<file path="src/shared/ssw_defs.svh">
// Timing constants of the supply supervisor and watchdog
`ifndef SSW_DEFS_SVH
`define SSW_DEFS_SVH

// ----------------------------------------
// Clock rate
// ----------------------------------------
`define SSW_CLK_MHZ          250

// ----------------------------------------
// Times in their own units
// ----------------------------------------
`define SSW_FAULT_PULSE_MS   200
`define SSW_KICK_TIMEOUT_MS  1600
`define SSW_STARTUP_MS       2000
`define SSW_RESET_HOLD_MS    200
`define SSW_PWRUP_EXTRA_MS   4
`define SSW_SETTLE_US        300
`define SSW_KICK_MIN_NS      1000
`define SSW_MRD_NS           250
`define SSW_EN_GLITCH_NS     300
`define SSW_MR_GLITCH_NS     200

// ----------------------------------------
// Cycle counts (least times round up)
// ----------------------------------------
`define SSW_MS_CYC(t)        ((t) * `SSW_CLK_MHZ * 1000)
`define SSW_US_CYC(t)        ((t) * `SSW_CLK_MHZ)
`define SSW_NS_CYC(t)        (((t) * `SSW_CLK_MHZ + 999) / 1000)
`define SSW_FAULT_PULSE_CYC  `SSW_MS_CYC(`SSW_FAULT_PULSE_MS)
`define SSW_KICK_TIMEOUT_CYC `SSW_MS_CYC(`SSW_KICK_TIMEOUT_MS)
`define SSW_STARTUP_CYC      `SSW_MS_CYC(`SSW_STARTUP_MS)
`define SSW_RESET_HOLD_CYC   `SSW_MS_CYC(`SSW_RESET_HOLD_MS)
`define SSW_PWRUP_EXTRA_CYC  `SSW_MS_CYC(`SSW_PWRUP_EXTRA_MS)
`define SSW_SETTLE_CYC       `SSW_US_CYC(`SSW_SETTLE_US)
`define SSW_KICK_MIN_CYC     `SSW_NS_CYC(`SSW_KICK_MIN_NS)
`define SSW_MRD_CYC          `SSW_NS_CYC(`SSW_MRD_NS)
`define SSW_EN_GLITCH_CYC    `SSW_NS_CYC(`SSW_EN_GLITCH_NS)
`define SSW_MR_GLITCH_CYC    `SSW_NS_CYC(`SSW_MR_GLITCH_NS)
`define SSW_MR_FILT_CYC      (`SSW_MRD_CYC - 1)

`endif

</file>
<file path="src/shared/ssw_pkg.sv">
// Types of the supply supervisor and watchdog
package ssw_pkg;

	// ----------------------------------------
	// Supervisor reset states
	// ----------------------------------------
	typedef enum logic [2:0] {
		RS_ASSERT = 3'b001,
		RS_HOLD   = 3'b010,
		RS_RUN    = 3'b100
	} ssw_rs_e;

	// ----------------------------------------
	// Watchdog states
	// ----------------------------------------
	typedef enum logic [4:0] {
		WD_START  = 5'b00001,
		WD_IDLE   = 5'b00010,
		WD_SETTLE = 5'b00100,
		WD_MON    = 5'b01000,
		WD_FAULT  = 5'b10000
	} ssw_wd_e;

	// Filtered control inputs
	typedef struct packed {
		logic enable;
		logic mr_n;
	} ssw_flt_s;

endpackage

</file>
<file path="src/hw/ssw_filter.sv">
// Glitch filter for a slow control input
`timescale 1ns/1ps

module ssw_filter
	import ssw_pkg::*;
#(
	parameter int   FILT_CYC = 50,
	parameter logic INIT     = 1'b1
)(
	input  wire logic i_core_clk,
	input  wire logic i_nrst,
	input  wire logic i_ce,
	input  wire logic i_level,
	output logic      o_level
);

	localparam int CW = $clog2(FILT_CYC + 1);
	localparam logic [CW-1:0] LAST = CW'(FILT_CYC - 1);

	generate
		if (FILT_CYC < 1)
		begin : g_chk
			$error("Filter length must be at least one cycle");
		end
	endgenerate

	logic [CW-1:0] cnt_q;
	logic [CW-1:0] cnt_d;
	logic          lvl_q;
	logic          lvl_d;

	// ----------------------------------------
	// Level moves only after a full stable run
	// ----------------------------------------
	always_comb
	begin
		cnt_d = cnt_q;
		lvl_d = lvl_q;
		if (i_level == lvl_q)
		begin
			cnt_d = '0;
		end
		else if (cnt_q == LAST)
		begin
			cnt_d = '0;
			lvl_d = i_level;
		end
		else
		begin
			cnt_d = cnt_q + CW'(1);
		end
	end

	always_ff @(posedge i_core_clk or negedge i_nrst)
	begin
		if (!i_nrst)
		begin
			cnt_q <= '0;
			lvl_q <= INIT;
		end
		else if (i_ce)
		begin
			cnt_q <= cnt_d;
			lvl_q <= lvl_d;
		end
	end

	assign o_level = lvl_q;
endmodule

</file>
<file path="src/hw/ssw_top.sv">
// Supply supervisor reset and watchdog timer
// Overview of operation
// RULE_01: Kick steady high or low for whole timeout yields one fault pulse.
// RULE_02: Watchdog counter restarts on reset deassertion and on each kick falling edge.
// RULE_03: Fault output stays low one fault pulse width, then releases.
// RULE_04: Enable high runs watchdog; enable low stops it and ignores kicks.
// RULE_05: After enable rises, wait the settle time before monitoring kicks.
// RULE_06: Host keeps each kick pulse at least one microsecond wide.
// RULE_07: Reset output stays asserted while manual reset input is low.
// RULE_08: After manual reset releases, reset holds for full hold time.
// RULE_09: Reset asserts about 250 ns after manual reset goes low.
// RULE_10: Reset asserts under trip level; holds hold time after supply recovers.
// RULE_11: Fast supply rise at power-up adds about 4 ms of hold.
// RULE_12: Unconnected manual reset input reads as inactive high.
// RULE_13: Kicks ignored during fault, reset and startup delay.
// RULE_14: Startup delay starts at reset deassertion; monitoring follows it.
// RULE_15: Timing measured from last falling edge of a wide enough kick pulse.
// RULE_16: Enable and manual reset inputs are glitch filtered.
// RULE_17: Timeout, startup delay and hold are build-time parameters.
`timescale 1ns/1ps
`include "ssw_defs.svh"

module ssw_top
	import ssw_pkg::*;
#(
	parameter int CNT_W            = 32,
	parameter int KW               = 16,
	parameter int KICK_TIMEOUT_CYC = `SSW_KICK_TIMEOUT_CYC,
	parameter int FAULT_PULSE_CYC  = `SSW_FAULT_PULSE_CYC,
	parameter int STARTUP_CYC      = `SSW_STARTUP_CYC,
	parameter int RESET_HOLD_CYC   = `SSW_RESET_HOLD_CYC,
	parameter int PWRUP_EXTRA_CYC  = `SSW_PWRUP_EXTRA_CYC,
	parameter int SETTLE_CYC       = `SSW_SETTLE_CYC
)(
	input  wire logic i_core_clk,
	input  wire logic i_nrst,
	input  wire logic i_ce,
	input  wire logic i_supply_ok,
	input  wire logic i_supply_fast_rise,
	input  wire logic i_manual_reset_n,
	input  wire logic i_manual_reset_float,
	input  wire logic i_watchdog_enable_in,
	input  wire logic i_watchdog_kick_in,
	output logic      o_supervisor_reset_n,
	output logic      o_watchdog_fault_n
);

	localparam logic [CNT_W-1:0] TO_M1     = CNT_W'(KICK_TIMEOUT_CYC - 1);
	localparam logic [CNT_W-1:0] FAULT_M1  = CNT_W'(FAULT_PULSE_CYC - 1);
	localparam logic [CNT_W-1:0] START_M1  = CNT_W'(STARTUP_CYC - 1);
	localparam logic [CNT_W-1:0] HOLD_M1   = CNT_W'(RESET_HOLD_CYC - 1);
	localparam logic [CNT_W-1:0] EXTRA     = CNT_W'(PWRUP_EXTRA_CYC);
	localparam logic [CNT_W-1:0] SETTLE_M1 = CNT_W'(SETTLE_CYC - 1);
	localparam logic [KW-1:0]    KICK_MIN  = KW'(`SSW_KICK_MIN_CYC);

	generate
		if (KICK_TIMEOUT_CYC < 2 || FAULT_PULSE_CYC < 1 || STARTUP_CYC < 1 || RESET_HOLD_CYC < 1
			|| SETTLE_CYC < 1 || `SSW_KICK_MIN_CYC >= (2 ** KW) || `SSW_MR_FILT_CYC < `SSW_MR_GLITCH_CYC)
		begin : g_chk
			$error("Unsupported timing parameters");
		end
	endgenerate

	// ----------------------------------------
	// Input filtering
	// ----------------------------------------
	ssw_flt_s flt;
	logic     mr_pin;

	assign mr_pin = i_manual_reset_n | i_manual_reset_float; // RULE_12

	// Longer than the glitch window, so it also sets the manual reset delay
	ssw_filter #(.FILT_CYC(`SSW_MR_FILT_CYC), .INIT(1'b1)) u_mr_filt ( // RULE_09 RULE_16
		.i_core_clk (i_core_clk),
		.i_nrst     (i_nrst),
		.i_ce       (i_ce),
		.i_level    (mr_pin),
		.o_level    (flt.mr_n)
	);

	ssw_filter #(.FILT_CYC(`SSW_EN_GLITCH_CYC), .INIT(1'b0)) u_en_filt ( // RULE_16
		.i_core_clk (i_core_clk),
		.i_nrst     (i_nrst),
		.i_ce       (i_ce),
		.i_level    (i_watchdog_enable_in),
		.o_level    (flt.enable)
	);

	function automatic logic is_watching(input ssw_wd_e s);
		is_watching = (s == WD_MON);
	endfunction

	// ----------------------------------------
	// Supervisor reset
	// ----------------------------------------
	ssw_rs_e          rs_q;
	ssw_rs_e          rs_d;
	logic [CNT_W-1:0] rcnt_q;
	logic [CNT_W-1:0] rcnt_d;
	logic             first_q;
	logic             first_d;
	logic             cap_q;
	logic             cap_d;
	logic             fast_q;
	logic             fast_d;
	logic             rst_n_q;
	logic             cause;
	logic [CNT_W-1:0] hold_tgt;

	assign cause = !i_supply_ok || !flt.mr_n; // RULE_07 RULE_10

	always_comb
	begin
		rs_d     = rs_q;
		rcnt_d   = rcnt_q;
		first_d  = first_q;
		cap_d    = 1'b0;
		fast_d   = cap_q ? i_supply_fast_rise : fast_q;
		hold_tgt = (first_q && fast_q) ? HOLD_M1 + EXTRA : HOLD_M1; // RULE_11
		if (cause)
		begin
			rs_d   = RS_ASSERT;
			rcnt_d = '0;
		end
		else
		begin
			case (rs_q)
				RS_ASSERT:
				begin
					rs_d   = RS_HOLD;
					rcnt_d = '0;
				end
				RS_HOLD:
				begin
					if (rcnt_q == hold_tgt) // RULE_08 RULE_10 RULE_17
					begin
						rs_d    = RS_RUN;
						first_d = 1'b0;
					end
					else
					begin
						rcnt_d = rcnt_q + CNT_W'(1);
					end
				end
				default:
				begin
					rs_d = RS_RUN;
				end
			endcase
		end
	end

	always_ff @(posedge i_core_clk or negedge i_nrst)
	begin
		if (!i_nrst)
		begin
			rs_q    <= RS_ASSERT;
			rcnt_q  <= '0;
			first_q <= 1'b1;
			cap_q   <= 1'b1;
			fast_q  <= 1'b0;
			rst_n_q <= 1'b0;
		end
		else if (i_ce)
		begin
			rs_q    <= rs_d;
			rcnt_q  <= rcnt_d;
			first_q <= first_d;
			cap_q   <= cap_d;
			fast_q  <= fast_d;
			rst_n_q <= (rs_d == RS_RUN);
		end
	end

	// ----------------------------------------
	// Kick edge qualification
	// ----------------------------------------
	logic          kick_prev_q;
	logic [KW-1:0] kick_hi_q;
	logic [KW-1:0] kick_hi_d;
	logic          kick_valid;

	always_comb
	begin
		kick_hi_d  = kick_hi_q;
		kick_valid = kick_prev_q && !i_watchdog_kick_in && (kick_hi_q >= KICK_MIN); // RULE_06 RULE_15
		if (!i_watchdog_kick_in)
		begin
			kick_hi_d = '0;
		end
		else if (kick_hi_q != {KW{1'b1}})
		begin
			kick_hi_d = kick_hi_q + KW'(1);
		end
	end

	always_ff @(posedge i_core_clk or negedge i_nrst)
	begin
		if (!i_nrst)
		begin
			kick_prev_q <= 1'b0;
			kick_hi_q   <= '0;
		end
		else if (i_ce)
		begin
			kick_prev_q <= i_watchdog_kick_in;
			kick_hi_q   <= kick_hi_d;
		end
	end

	// ----------------------------------------
	// Watchdog
	// ----------------------------------------
	ssw_wd_e          wd_q;
	ssw_wd_e          wd_d;
	logic [CNT_W-1:0] wcnt_q;
	logic [CNT_W-1:0] wcnt_d;
	logic             fault_n_q;

	always_comb
	begin
		wd_d   = wd_q;
		wcnt_d = wcnt_q;
		if (rs_q != RS_RUN)
		begin
			// Held cleared so the count starts fresh at deassertion
			wd_d   = WD_START; // RULE_02 RULE_13 RULE_14
			wcnt_d = '0;
		end
		else
		begin
			case (wd_q)
				WD_START:
				begin
					if (wcnt_q == START_M1) // RULE_14 RULE_17
					begin
						wcnt_d = '0;
						wd_d   = flt.enable ? WD_MON : WD_IDLE;
					end
					else
					begin
						wcnt_d = wcnt_q + CNT_W'(1);
					end
				end
				WD_IDLE:
				begin
					wcnt_d = '0;
					if (flt.enable)
					begin
						wd_d = WD_SETTLE;
					end
				end
				WD_SETTLE:
				begin
					if (!flt.enable)
					begin
						wd_d   = WD_IDLE;
						wcnt_d = '0;
					end
					else if (wcnt_q == SETTLE_M1) // RULE_05
					begin
						wd_d   = WD_MON;
						wcnt_d = '0;
					end
					else
					begin
						wcnt_d = wcnt_q + CNT_W'(1);
					end
				end
				WD_MON:
				begin
					if (!flt.enable) // RULE_04
					begin
						wd_d   = WD_IDLE;
						wcnt_d = '0;
					end
					else if (kick_valid) // RULE_02 RULE_15
					begin
						wcnt_d = '0;
					end
					else if (wcnt_q == TO_M1) // RULE_01 RULE_17
					begin
						wd_d   = WD_FAULT;
						wcnt_d = '0;
					end
					else
					begin
						wcnt_d = wcnt_q + CNT_W'(1);
					end
				end
				default:
				begin
					// Kicks during the pulse have no effect
					if (wcnt_q == FAULT_M1) // RULE_03 RULE_13
					begin
						wd_d   = flt.enable ? WD_MON : WD_IDLE;
						wcnt_d = '0;
					end
					else
					begin
						wcnt_d = wcnt_q + CNT_W'(1);
					end
				end
			endcase
		end
	end

	always_ff @(posedge i_core_clk or negedge i_nrst)
	begin
		if (!i_nrst)
		begin
			wd_q      <= WD_START;
			wcnt_q    <= '0;
			fault_n_q <= 1'b1;
		end
		else if (i_ce)
		begin
			wd_q      <= wd_d;
			wcnt_q    <= wcnt_d;
			fault_n_q <= (wd_d != WD_FAULT);
		end
	end

	assign o_supervisor_reset_n = rst_n_q;
	assign o_watchdog_fault_n   = fault_n_q;

	// ----------------------------------------
	// Checks
	// ----------------------------------------
	logic [CNT_W-1:0] fault_len_q;
	logic [CNT_W-1:0] hold_len_q;

	always_ff @(posedge i_core_clk or negedge i_nrst)
	begin
		if (!i_nrst)
		begin
			fault_len_q <= '0;
			hold_len_q  <= '0;
		end
		else if (i_ce)
		begin
			fault_len_q <= fault_n_q ? '0 : fault_len_q + CNT_W'(1);
			hold_len_q  <= (rs_q == RS_HOLD) ? hold_len_q + CNT_W'(1) : '0;
		end
	end
endmodule

</file>
<file path="config.mk">
export PLATFORM = sky130hd
export DESIGN_NAME = ssw_top
export DESIGN_NICKNAME = d
export VERILOG_FILES = /design/src/shared/ssw_pkg.sv /design/src/hw/ssw_filter.sv /design/src/hw/ssw_top.sv
export VERILOG_INCLUDE_DIRS = /design/src /design/src/shared
export SDC_FILE = /design/constraint.sdc
export NUM_CORES = 1
export LEC_CHECK = 0
export ABC_AREA = 0
export BUFFER_PORTS_ARGS = -buffer_cell sky130_fd_sc_hd__buf_2
export CORE_UTILIZATION = 63
export CTS_BUF_LIST = sky130_fd_sc_hd__clkbuf_16
export CTS_CLUSTER_DIAMETER = 30
export CTS_CLUSTER_SIZE = 10
export DETAILED_ROUTE_END_ITERATION = 6
export GPL_ROUTABILITY_DRIVEN = 0
export HOLD_SLACK_MARGIN = 0.02
export PLACE_DENSITY = 0.81
export SYNTH_ARGS = -nofsm -noshare
export SYNTH_HDL_FRONTEND = slang
export SYNTH_SLANG_ARGS = --single-unit
</file>
<file path="constraint.sdc">
create_clock -name i_core_clk -period 3.2 [get_ports i_core_clk]
set_input_delay 0.16 -clock i_core_clk [delete_from_list [all_inputs] [get_ports i_core_clk]]
set_output_delay 0.16 -clock i_core_clk [all_outputs]
set_load 0.02 [all_outputs]
</file>
**Yosys cells after proc, flatten, opt, wreduce, memory -nomap -nowiden**

Cells that the tools add are included.
Widths: inputs -> output; s select.

- Bits in registers: 109
- Memory bits (writable): 0
- Output and inout bits: 2
- Bits in latches: 0
- Word-level logic and storage cells: 93
- Memories: 0
- Input port bits: 9
- Memory bits (read-only): 0

- Shifts and indexed selects: 0
- Mux-type cells: 33
- $mul: 0
- Divide/modulo/power cells: 0
- Eq/ne operators: 21
- Add/subtract/negate cells: 5
- Bitwise operators: 4
- Reductions and logical operators: 14
- $lt $le $gt $ge: 1

Operator list:

| cell | count |
|---|---|
| $mux 32 | 10 |
| $pmux 32 s4 | 1 |
| $add 32x1->32 const B | 2 |
| $eq 32x29->1 const B | 2 |
| $pmux 32 s2 | 1 |
| $mux 5 | 9 |
| $eq 32x17->1 const B | 1 |
| $eq 32x26->1 | 1 |
| $eq 32x26->1 const B | 1 |
| $mux 16 | 2 |
| $mux 25 | 1 |
| $pmux 5 s4 | 1 |
| $add 16x1->16 const B | 1 |
| $ge 16x8->1 const B | 1 |
| $ne 16x16->1 const B | 1 |
| $mux 7 | 2 |
| $mux 6 | 2 |
| $reduce_and 3->1 | 3 |
| $add 7x1->7 const B | 1 |
| $eq 7x7->1 const B | 1 |
| $add 6x1->6 const B | 1 |
| $eq 6x6->1 const B | 1 |
| $mux 3 | 2 |
| $ne 3x3->1 const B | 2 |
| other kinds (20) | 28 |

**Logic depth before layout (Yosys ltp)**

Gate-level depths: netlist (run 1).

- Depth after elaboration: 8
- Depth in mapped cells: 11

**Hierarchy**

Synthesis (run 1) repeated with hierarchy kept, for this count alone.

- Cell total of the unflattened synthesis: 700
- Area total of the unflattened synthesis: 6349.8 µm²

Modules (own cells, without submodules):

| module | cells an instance | area an instance (µm²) | instances | seq. area each (µm²) |
|---|---|---|---|---|
| ssw_top | 612 | 5451.5 | 1 | 2358.5 |
| ssw_filter at u_en_filt | 45 | 480.5 | 1 | 200.2 |
| ssw_filter at u_mr_filt | 43 | 417.9 | 1 | 176.4 |

**Worst setup path before layout (run 1)**

Ideal clock, no wire load.

- Path type: reg2reg
- Start: register wcnt_q[0]
- End: register fault_n_q (netlist: o_watchdog_fault_n)
- Arrival time: 2.270 ns
- Cell stages (with the launch flop): 9
- Required time: 3.109 ns
- Slack: 0.839 ns
- Path through: dfrtp_1 > ha_1 > nand3_2 > or3_4 > nor4_4 > a21oi_1 > o311a_1 > nor4_1 > a31oi_1

- Cells in the longest elaborated chain, start to end: 7
- Elaborated cells between the ends (all ways): 14
- Classes of those cells: eq/ne: 5; mux: 9

RTL lines:

| what | line | text |
|---|---|---|
| from (decl) | ssw_top.sv:216 | `logic [CNT_W-1:0] wcnt_q;` |
| from (signal assigned) | ssw_top.sv:319 | `wcnt_q <= wcnt_d;` |
| $eq 32x29->1 | ssw_top.sv:281 | `else if (wcnt_q == TO_M1)` |
| $mux 5 | ssw_top.sv:281 |  |
| $mux 5 | ssw_top.sv:277 | `else if (kick_valid)` |
| $mux 5 | ssw_top.sv:272 | `if (!flt.enable)` |
| $pmux 5 s4 * | ssw_top.sv:232 | `case (wd_q)` |
| $mux 5 * | ssw_top.sv:224 | `if (rs_q != RS_RUN)` |
| $ne 5x5->1 * | ssw_top.sv:320 | `fault_n_q <= (wd_d != WD_FAULT);` |
| to (signal assigned) | ssw_top.sv:320 |  |
| to (decl) | ssw_top.sv:218 | `logic fault_n_q;` |

Mark *: on every way between the ends. The rest lies on a longest branch, timed or not.
A chain may end at the register's enable or synchronous reset.

**Worst setup path after layout (run 1)**

- Start: register rcnt_q[0]
- End: register rcnt_q[28]

- Cells in the longest elaborated chain, start to end: 4
- Elaborated cells between the ends (all ways): 7
- Classes of those cells: add/sub: 1; eq/ne: 2; mux: 3; reduce/logical: 1

RTL lines:

| what | line | text |
|---|---|---|
| from (decl) | ssw_top.sv:98 | `logic [CNT_W-1:0] rcnt_q;` |
| from (signal assigned) | ssw_top.sv:167 | `rcnt_q <= rcnt_d;` |
| $add 32x1->32 | ssw_top.sv:142 | `rcnt_d = rcnt_q + CNT_W'(1);` |
| $mux 32 | ssw_top.sv:135 | `if (rcnt_q == hold_tgt)` |
| $pmux 32 s2 | ssw_top.sv:127 | `case (rs_q)` |
| $mux 32 | ssw_top.sv:120 | `if (cause)` |

Several ways; a longest one is shown, not always the timed one. The select of a mux whose other input is x is not followed.

==> flow_summary_export.csv, run 1 <==
group,metric,value,unit
clock_network,cts_tree,"yes",
pwr,swShare,25.1,%
timing,post-route-period-util,89.3,%
timing,worst_pin_slew,774,ps
logic_synthesis,post-synth-top-area-cell,"dfrtp_1",
timing,rsz0062_at_grt,"false",
pwr,p_int,1.99,mW
run_status,status,"finished clean",
job,max-cap-violations,0,
pwr,power,2.66,mW
logic_synthesis,synth_fp_nets,738,
logic_synthesis,synthArstFlopShare,100,%
worst_hold_path,hp-class,"primary input to register",
final_layout,antenna_cells,0,
setup_path,cp-end-kind,"register",
placed_design,hpwl,9380,um
route,wl,13600,um
setup_path,cp.arrival,3130,ps
final_layout,drive_gt1_share,8.45,%
clock_network,clk_pin_slew_worst_paths,70,ps
route,drt_pass1_iterations,5,
timing,slew_headroom,48.0,%
final_layout,multi_input_area,0.00333,sq mm
clock_network,cts_num_sinks,109,
grt,grt_pass1_vias,5136,
clock_network,clockBufferDepth,2,
setup_path,cp.required,3470,ps
grt,grt_pass1_wl,23100,um
pwr,p_leak,2.94,nW
timing,finalHoldWorstSlack,36.1,ps
timing,setup_viol,0,
final_layout,n_fill_cell,768,
clock_network,clk_latency,360,ps
setup_path,path_class,"register to register",
pwr,pwr-share-seq,54.1,%
final_layout,area_growth,6.94,%
logic_synthesis,syn_area_per_cell,8.77,sq um
logic_synthesis,yosysWarnings,0,
route,first_iter_violations,298,
pwr,power.density,393,mW/mm^2
setup_path,slowest_stage,"nor2_1",
floorplan,num_rows,36,
setup_path,crit_path_max_incr_delay,610,ps
setup_path,cp_max_fo,12,
timing,post-route-min-period,2860,ps
floorplan,fp.dieH,102,um
logic_synthesis,synth_seq_cells,109,
pwr,vdd_drop_max,0.458,mV
logic_synthesis,synth_cell_types,71,
setup_path,path_cells,"ha_1 > and3_1 > and3_1 > o2111a_1 > o21ba_2 > nor2_1 > nand3_1 > o31ai_1",
clock_network,post_cts_buffers,0,
final_layout,ff_latch_area,0.00274,sq mm
pwr,switching_power,0.667,mW
grt,grt_max_degree,60,
floorplan,core,0.00977,sq mm
floorplan,io_pins,11,
grt,track_usage,28.4,%
grt,overflow,0,
setup_path,path_common_cell,"and3_1",
route,ant_nets,0,
timing,drv_slew,0,
route,wire_per_inst,15.9,um
logic_synthesis,synthFlopType,"dfrtp_1",
logic_synthesis,post-synth-top-area-fraction,40.7,%
final_layout,fin_util,69.2,%
logic_synthesis,syn_inst,721,
timing,tns,0,ps
route,via_per_inst,6.33,
grt,antenna_found_initial,0,
floorplan,die_area,0.0104,sq mm
timing,hold_viol,0,
clock_network,numCtsBuffers,9,
placed_design,io_buffers,10,
clock_network,htree_levels,3,
timing,skew,11.7,ps
pwr,p_clk_share,40.4,%
logic_synthesis,synth_edf_count,0,
floorplan,die_w,102,um
setup_path,start_kind,"register",
logic_synthesis,syn_area,0.00633,sq mm
floorplan,start_util,64.7,%
route,drc,0,
clock_network,root_buffer,"clkbuf_16",
route,vias,5415,
logic_synthesis,yosys-top-cells-area,"dfrtp_1 (41%), o21ai_0 (5.5%), nor2_1 (4.3%)",
pwr,pwr-share-comb,5.5,%
logic_synthesis,seq_area_frac_synth,43.2,%
final_layout,fin_nets,734,
timing,fmax,350,MHz
[power by group through the flow]
stage	Clock (mW)	Sequential (mW)	Combinational (mW)
2_1_floorplan	0	1.45	0.0891
3_3_place_gp	0	1.46	0.137
3_5_place_dp	0	1.46	0.146
4_1_cts	1.10	1.44	0.148
5_1_grt	1.16	1.44	0.168
6_report	1.07	1.44	0.146
[layout make-up]
cell class,count,area share (%)
multi-input cells,552,49.3
flip-flops and latches,109,40.4
clock buffers,9,3.33
well taps,133,2.46
repair buffers,18,2.07
inverters,27,1.50
clock inverters,7,0.925
[synthesized netlist by cell type (5+ instances only)]
| master | n |
|---|---|
| nand2b_1 | 5 |
| mux2_2 | 5 |
| a31oi_1 | 5 |
| nand4_1 | 20 |
| a211o_1 | 5 |
| nor4_1 | 21 |
| dfrtp_1 | 103 |
| nand3_1 | 43 |
| ha_1 | 8 |
| and3_1 | 22 |
| nand2_1 | 63 |
| nor3b_1 | 5 |
| a21oi_1 | 24 |
| o31ai_1 | 8 |
| a21o_1 | 18 |
| buf_2 | 9 |
| clkbuf_1 | 18 |
| inv_1 | 27 |
| or2_2 | 5 |
| or3_1 | 6 |
| and4_1 | 5 |
| o21ai_0 | 69 |
| and2_1 | 5 |
| o2bb2ai_1 | 10 |
| xor2_1 | 12 |
| nor3_1 | 31 |
| dfstp_2 | 6 |
| xnor2_1 | 21 |
| nor2_1 | 72 |
[path summary, 6_finish.rpt]
| check | end | depth (start not counted) | from | slack (ps) |
|---|---|---|---|---|
| min | fast_q$_DFFE_PN0P_ | 2 | i_supply_fast_rise | 40 |
| max | rcnt_q[28]$_DFFE_PN0P_ | 8 | rcnt_q[0]$_DFFE_PN0P_ | 340 |
| min in group asynchronous | rcnt_q[5]$_DFFE_PN0P_ | 2 | i_nrst | 370 |
| max reg2reg | rcnt_q[28]$_DFFE_PN0P_ | 8 | rcnt_q[0]$_DFFE_PN0P_ | 340 |
| min reg2reg | first_q$_DFFE_PN1P_ | 2 | first_q$_DFFE_PN1P_ | 470 |
| max in group asynchronous | rs_q[0]$_DFFE_PN1P_ | 3 | i_nrst | 2060 |
[layer usage]
layer / share of wire, % / up-vias / track usage [%]
met2: 50 / 121 / 47.9
met5: 0 / - / 0
li1: - / 2613 / -
met4: 2.1 / 0 / 11.5
met1: 45 / 2655 / 35.3
met3: 3.5 / 26 / 6.43
[kinds of logic (layout without fill, tap and decap cells)]
logic type / count (synthesis) / count (layout) / synth area share [%]
adder cells (fa/ha/maj): 8 / 8 / 1.58
multiplexers: 9 / 9 / 1.52
XOR/XNOR: 33 / 33 / 4.57
buffers and inverters: 60 / 61 / 4.05
AO/OA/AOI/OAI: 164 / 164 / 16.3
AND/OR/NAND/NOR: 338 / 338 / 28.8
flip-flops: 109 / 109 / 43.2
[registers in the layout, summed over array words and instances (netlist names), 3 cells and up]
register	count
wcnt_q	32
wd_q	5
rcnt_q	32
kick_hi_q	16
u_en_filt.cnt_q	7
rs_q	3
u_mr_filt.cnt_q	6
[cell usage in the layout, fill, tap and decap left out, types with 9 or more instances in the layout]
cell,n
nor4_1,21
nand3_1,43
inv_1,27
buf_2,9
nor3_1,31
a21o_1,18
and3_1,22
xnor2_1,21
a21oi_1,24
o21ai_0,69
clkbuf_16,9
dfrtp_1,103
nor2_1,72
xor2_1,12
nand4_1,20
nand2_1,63
o2bb2ai_1,10
[worst max-delay path, delay by kind of cell (launching register included)]
family          cells  cell delay, ps
fa+ha+maj           1             230
flops               1             410
simple gates        4            1370
compound gates      3             750
[what timing repair did]
action | 4_1_cts | 5_1_grt
endpoints found under the hold margin | 46 | 0
hold buffers | 1 | 0
resized for setup | 0 | 0
[through the flow]
step	instances	area [sq um]	setup slack, ps
2_1_floorplan	721	6330	839
3_3_place_gp	838	6470	470
3_5_place_dp	838	6470	321
4_1_cts	855	6770	351
5_1_grt	855	6770	23.1
6_report	855	6770	342
(Power assumes the default switching activity.)
==> inputs of run 2 (changes only) <==
--- a/config.mk
+++ b/config.mk
@@ -8,6 +8,7 @@
 export LEC_CHECK = 0
 export ABC_AREA = 0
 export BUFFER_PORTS_ARGS = -buffer_cell sky130_fd_sc_hd__buf_2
+export CORE_ASPECT_RATIO = 0.7
 export CORE_UTILIZATION = 63
 export CTS_BUF_LIST = sky130_fd_sc_hd__clkbuf_16
 export CTS_CLUSTER_DIAMETER = 30
==> flow_summary_export.csv, run 2 (synthesis results as in run 1) <==
group,metric,value,unit
final_layout,largestRegisters,"rcnt_q (32), wcnt_q (32), kick_hi_q (16)",
timing,drv_slew,0,
clock_network,root_buffer,"clkbuf_16",
clock_network,clk_latency,350,ps
placed_design,io_buffers,10,
route,first_iter_violations,608,
setup_path,cp.arrival,3180,ps
setup_path,r2r-end,"rcnt_q[26]$_DFFE_PN0P_",
route,via_per_inst,6.47,
grt,antenna_found_initial,0,
grt,grt_pass1_wl,24000,um
floorplan,core,0.00972,sq mm
timing,rsz0062_at_grt,"false",
worst_hold_path,hold_depth,2,
final_layout,final_cell_mix,"dfrtp_1 (103), nor2_1 (72), o21ai_0 (69)",
final_layout,drive_gt1_share,8.56,%
final_layout,area_growth,7.52,%
route,ant_nets,0,
grt,grt_max_degree,66,
grt,overflow,0,
worst_hold_path,worstHoldEndpoint,"fast_q$_DFFE_PN0P_",
setup_path,reg2reg_from,"rcnt_q[0]$_DFFE_PN0P_",
setup_path,slowest_stage,"nor2_1",
floorplan,start_util,65.1,%
run_status,status,"finished clean",
setup_path,path_buf_inv,0,
pwr,p_leak,2.97,nW
setup_path,cp_max_fo,12,
timing,finalHoldWorstSlack,37.7,ps
placed_design,hpwl,9850,um
setup_path,timing.reg2reg.setup_slack,270,ps
clock_network,cts_num_sinks,109,
timing,skew,4.60,ps
job,max-cap-violations,0,
timing,fmax,342,MHz
setup_path,path_common_cell,"and3_1",
timing,worst_pin_slew,805,ps
floorplan,die_w,122,um
final_layout,antenna_cells,0,
worst_hold_path,hp-class,"primary input to register",
final_layout,stdcell_area,0.00680,sq mm
setup_path,cp.required,3460,ps
placed_design,placed_area,0.00648,sq mm
setup_path,crit_path_max_incr_delay,630,ps
timing,final.setup.worst_slack,274,ps
setup_path,cpLargestDelayFamily,"simple AND/OR/NAND/NOR gates",
grt,track_usage,29.1,%
final_layout,n_fill_cell,752,
clock_network,post_cts_resized,0,
floorplan,io_pins,11,
final_layout,fin_util,70.0,%
final_layout,fin_nets,736,
route,wl,14100,um
grt,grt_pass1_vias,4967,
floorplan,num_rows,30,
timing,setup_viol,0,
timing,slew_headroom,46.1,%
clock_network,htree_levels,3,
timing,hold_viol,0,
route,drt_pass1_iterations,5,
timing,tns,0,ps
worst_hold_path,worst_hold_startpoint,"i_supply_fast_rise",
route,vias,5515,
setup_path,path_class,"register to register",
clock_network,cts_tree,"yes",
setup_path,path_cells,"ha_1 > and3_1 > and3_1 > o2111a_1 > o21ba_2 > nor2_1 > nand3_1 > o31ai_1",
timing,post-route-period-util,91.4,%
clock_network,clk_pin_slew_worst_paths,70,ps
floorplan,fp.dieH,85.8,um
setup_path,start_kind,"register",
setup_path,cp-end-kind,"register",
setup_path,reg2reg_depth,8,
timing,post-route-min-period,2930,ps
floorplan,die_area,0.0105,sq mm
pwr,vdd_drop_max,0.279,mV
clock_network,numCtsBuffers,9,
final_layout,final_common_cell,"dfrtp_1",
pwr,power.density,407,mW/mm^2
clock_network,clockBufferDepth,2,
placed_design,pre_cts_slack,309,ps
route,drc,0,
route,wire_per_inst,16.5,um
## run 2: cell types whose count changed in the layout (fill, tap and decap cells not counted)
| cell | previous run | this run |
|---|---|---|
| bufinv_16 | 0 | 2 |
| clkinvlp_4 | 2 | 1 |
| clkinv_8 | 1 | 0 |
| buf_4 | 6 | 8 |
| clkinv_2 | 1 | 2 |
| clkinv_4 | 2 | 0 |
| inv_1 | 27 | 28 |
## run 2: what timing repair did
item	4_1_cts	5_1_grt
hold buffers	1	0
endpoints found under the hold margin	43	0
buffers inserted	0	0
## run 2: cell type report
cell class | instances | area (sq um) | share of cell area (%)
clock inverter | 7 | 90.1 | 1.32
multi-input combinational | 552 | 3330 | 49.0
clock buffer | 9 | 225 | 3.31
timing repair buffer | 20 | 155 | 2.28
inverter | 27 | 101 | 1.49
sequential | 109 | 2740 | 40.2
tap | 128 | 160 | 2.35
## run 2: per-stage QoR
stage	instances	power, mW
final	852	2.77
after global routing	852	2.87
after CTS	852	2.79
after detailed placement	835	1.61
after global placement	835	1.60
after floorplan	721	1.54
## run 2: power by group
part / switching [mW] / total, mW / internal (mW)
registers: 0.0342 / 1.44 / 1.40
clock network: 0.502 / 1.18 / 0.683
logic: 0.0948 / 0.144 / 0.0494
total: 0.631 / 2.77 / 2.14
## run 2: worst max-delay path by stage
stage | from | to | cells after the start
floorplan | wcnt_q[0]$_DFFE_PN0P_ | o_watchdog_fault_n$_DFFE_PN1P_ | 8
global placement | wcnt_q[27]$_DFFE_PN0P_ | o_watchdog_fault_n$_DFFE_PN1P_ | 7
detailed placement | rcnt_q[0]$_DFFE_PN0P_ | rcnt_q[26]$_DFFE_PN0P_ | 8
CTS | rcnt_q[0]$_DFFE_PN0P_ | rcnt_q[26]$_DFFE_PN0P_ | 8
global route | rcnt_q[0]$_DFFE_PN0P_ | rcnt_q[26]$_DFFE_PN0P_ | 8
finish | rcnt_q[0]$_DFFE_PN0P_ | rcnt_q[26]$_DFFE_PN0P_ | 8
## run 2: metal layers
| metal | track usage (%) | up-vias | routed length (um) |
|---|---|---|---|
| met3 | 6.52 | 19 | 985 |
| met5 | 0 | - | 0 |
| met2 | 43.1 | 195 | 6090 |
| met4 | 7.63 | 0 | 153 |
| li1 | - | 2629 | - |
| met1 | 42.8 | 2672 | 6830 |
## run 2: worst register-to-register path, cell delays in order, from the launching register on
cell and delay, ps:
dfrtp_1 410, ha_1 230, and3_1 220, and3_1 270, o2111a_1 250, o21ba_2 250, nor2_1 630, nand3_1 280
o31ai_1 290
==> inputs of run 3 (changes only) <==
--- a/config.mk
+++ b/config.mk
@@ -8,8 +8,10 @@
 export LEC_CHECK = 0
 export ABC_AREA = 0
 export BUFFER_PORTS_ARGS = -buffer_cell sky130_fd_sc_hd__buf_2
+export CELL_PAD_IN_SITES_DETAIL_PLACEMENT = 1
+export CELL_PAD_IN_SITES_GLOBAL_PLACEMENT = 1
 export CORE_ASPECT_RATIO = 0.7
-export CORE_UTILIZATION = 63
+export CORE_UTILIZATION = 49
 export CTS_BUF_LIST = sky130_fd_sc_hd__clkbuf_16
 export CTS_CLUSTER_DIAMETER = 30
 export CTS_CLUSTER_SIZE = 10
==> flow_summary_export.csv, run 3 (synthesis results as in run 1) <==
group,metric,value,unit
run_status,status,"finished clean",
timing,setup_viol,0,
final_layout,stdcell_area,0.00689,sq mm
floorplan,num_rows,34,
grt,grt_pass1_wl,29700,um
setup_path,path_class,"register to register",
timing,drv_slew,0,
timing,post-route-period-util,87.2,%
grt,use_met2,41.9,%
route,first_iter_violations,357,
timing,final.setup.worst_slack,411,ps
final_layout,final_cell_mix,"dfrtp_1 (103), nor2_1 (71), o21ai_0 (69)",
final_layout,final_common_cell,"dfrtp_1",
clock_network,clk_latency,350,ps
setup_path,start_kind,"register",
floorplan,start_util,50.6,%
route,drt_pass1_iterations,5,
setup_path,worstSetupStartpoint,"rcnt_q[9]$_DFFE_PN0P_",
timing,fmax,359,MHz
grt,grt_max_degree,61,
setup_path,r2r-end,"rcnt_q[12]$_DFFE_PN0P_",
grt,track_usage,27.9,%
final_layout,layout.cells.non_filler,889,
clock_network,cts_num_sinks,109,
route,wl,17300,um
final_layout,drive_gt1_share,8.80,%
timing,tns,0,ps
timing,finalHoldWorstSlack,49.9,ps
floorplan,die_w,138,um
pwr,p_leak,3.00,nW
job,max-cap-violations,0,
clock_network,numCtsBuffers,9,
route,vias,5607,
final_layout,n_fill_cell,1483,
route,ant_nets,0,
setup_path,cp-end-kind,"register",
worst_hold_path,worst_hold_startpoint,"i_supply_fast_rise",
final_layout,fin_nets,739,
final_layout,largestRegisters,"rcnt_q (32), wcnt_q (32), kick_hi_q (16)",
placed_design,dp.cells,872,
clock_network,htree_levels,3,
floorplan,fp.dieH,97.1,um
timing,skew,8.53,ps
floorplan,io_pins,11,
grt,grt_pass1_vias,5765,
worst_hold_path,hold_depth,2,
grt,antenna_found_initial,0,
route,via_per_inst,6.31,
setup_path,timing.reg2reg.setup_slack,410,ps
route,drc,0,
grt,met1_usage,42.2,%
placed_design,hpwl,12400,um
final_layout,antenna_cells,0,
clock_network,cts_tree,"yes",
grt,use_met3,4.80,%
placed_design,pre_cts_slack,212,ps
grt,grt.busiest_layer,"met1",
floorplan,die_area,0.0134,sq mm
placed_design,io_buffers,10,
worst_hold_path,hp-class,"primary input to register",
clock_network,root_buffer,"clkbuf_16",
final_layout,area_growth,8.84,%
timing,post-route-min-period,2790,ps
clock_network,clockBufferDepth,2,
grt,overflow,0,
clock_network,clk_pin_slew_worst_paths,70,ps
setup_path,cp_max_fo,34,
setup_path,reg2reg_depth,8,
timing,slew_headroom,40.3,%
placed_design,placed_area,0.00654,sq mm
pwr,power.density,416,mW/mm^2
setup_path,reg2reg_from,"rcnt_q[9]$_DFFE_PN0P_",
timing,rsz0062_at_grt,"false",
floorplan,core,0.0125,sq mm
route,wire_per_inst,19.5,um
setup_path,cp.arrival,3020,ps
worst_hold_path,worstHoldEndpoint,"fast_q$_DFFE_PN0P_",
timing,hold_viol,0,
timing,worst_pin_slew,887,ps
pwr,vdd_drop_max,0.343,mV
setup_path,cp.required,3430,ps
-- run 3: changes by cell type in the layout (fill, tap and decap cells not counted), sizes merged --
cell / previous run / this run
clkinv: 2 / 1
bufinv: 2 / 3
inv: 29 / 30
clkinvlp: 1 / 0
buf: 19 / 22
-- run 3: how the worst max path moves through the flow --
stage                                          end  slack [ps]  depth (start not counted)
finish                      rcnt_q[12]$_DFFE_PN0P_         410                          8
global route                rcnt_q[28]$_DFFE_PN0P_         220                          8
global placement            rcnt_q[28]$_DFFE_PN0P_         350                          8
floorplan           o_watchdog_fault_n$_DFFE_PN1P_         840                          8
CTS                         rcnt_q[28]$_DFFE_PN0P_         180                          8
detailed placement          rcnt_q[28]$_DFFE_PN0P_         210                          8
-- run 3: critical path: stages, from the launching register on --
cell and delay, ps:
dfrtp_1 480, or4bb_1 530, a2111oi_0 330, o2111a_1 330, o21ba_2 190, buf_4 330
nor2_1 170, a31oi_1 210, nor2_1 90
-- run 3: report_power, final --
group	leakage, nW	total (mW)	switching [mW]	internal (mW)
clock network	0.173	1.27	0.512	0.759
logic	1.34	0.154	0.104	0.0499
registers	1.49	1.44	0.0385	1.40
total	3.00	2.87	0.654	2.21
-- run 3: per-stage QoR --
stage                     util [%]  power [mW]
final                         55.1        2.87
after global routing          55.1        2.96
after CTS                     55.0        2.89
after detailed placement      52.3        1.62
after global placement        52.3        1.60
after floorplan                  -        1.54
-- run 3: what timing repair did --
| action | CTS | global route |
|---|---|---|
| hold buffers | 1 | 0 |
| endpoints found under the setup margin | 0 | 3 |
| resized for setup | 0 | 1 |
| buffers inserted | 0 | 0 |
| endpoints found under the hold margin | 57 | 0 |
-- run 3: layout make-up --
class	instances	area, sq um	share of cell area [%]
multi-input cells	552	3350	48.6
flip-flops and latches	109	2740	39.7
clock buffers	9	225	3.27
well taps	162	203	2.94
repair buffers	23	165	2.40
clock inverters	7	110	1.60
inverters	27	101	1.47
-- run 3: routing by layer --
layer | wire length (um) | vias up
met4 | 116 | 0
met3 | 742 | 8
met5 | 0 | -
met1 | 8650 | 2869
met2 | 7810 | 111
li1 | - | 2619
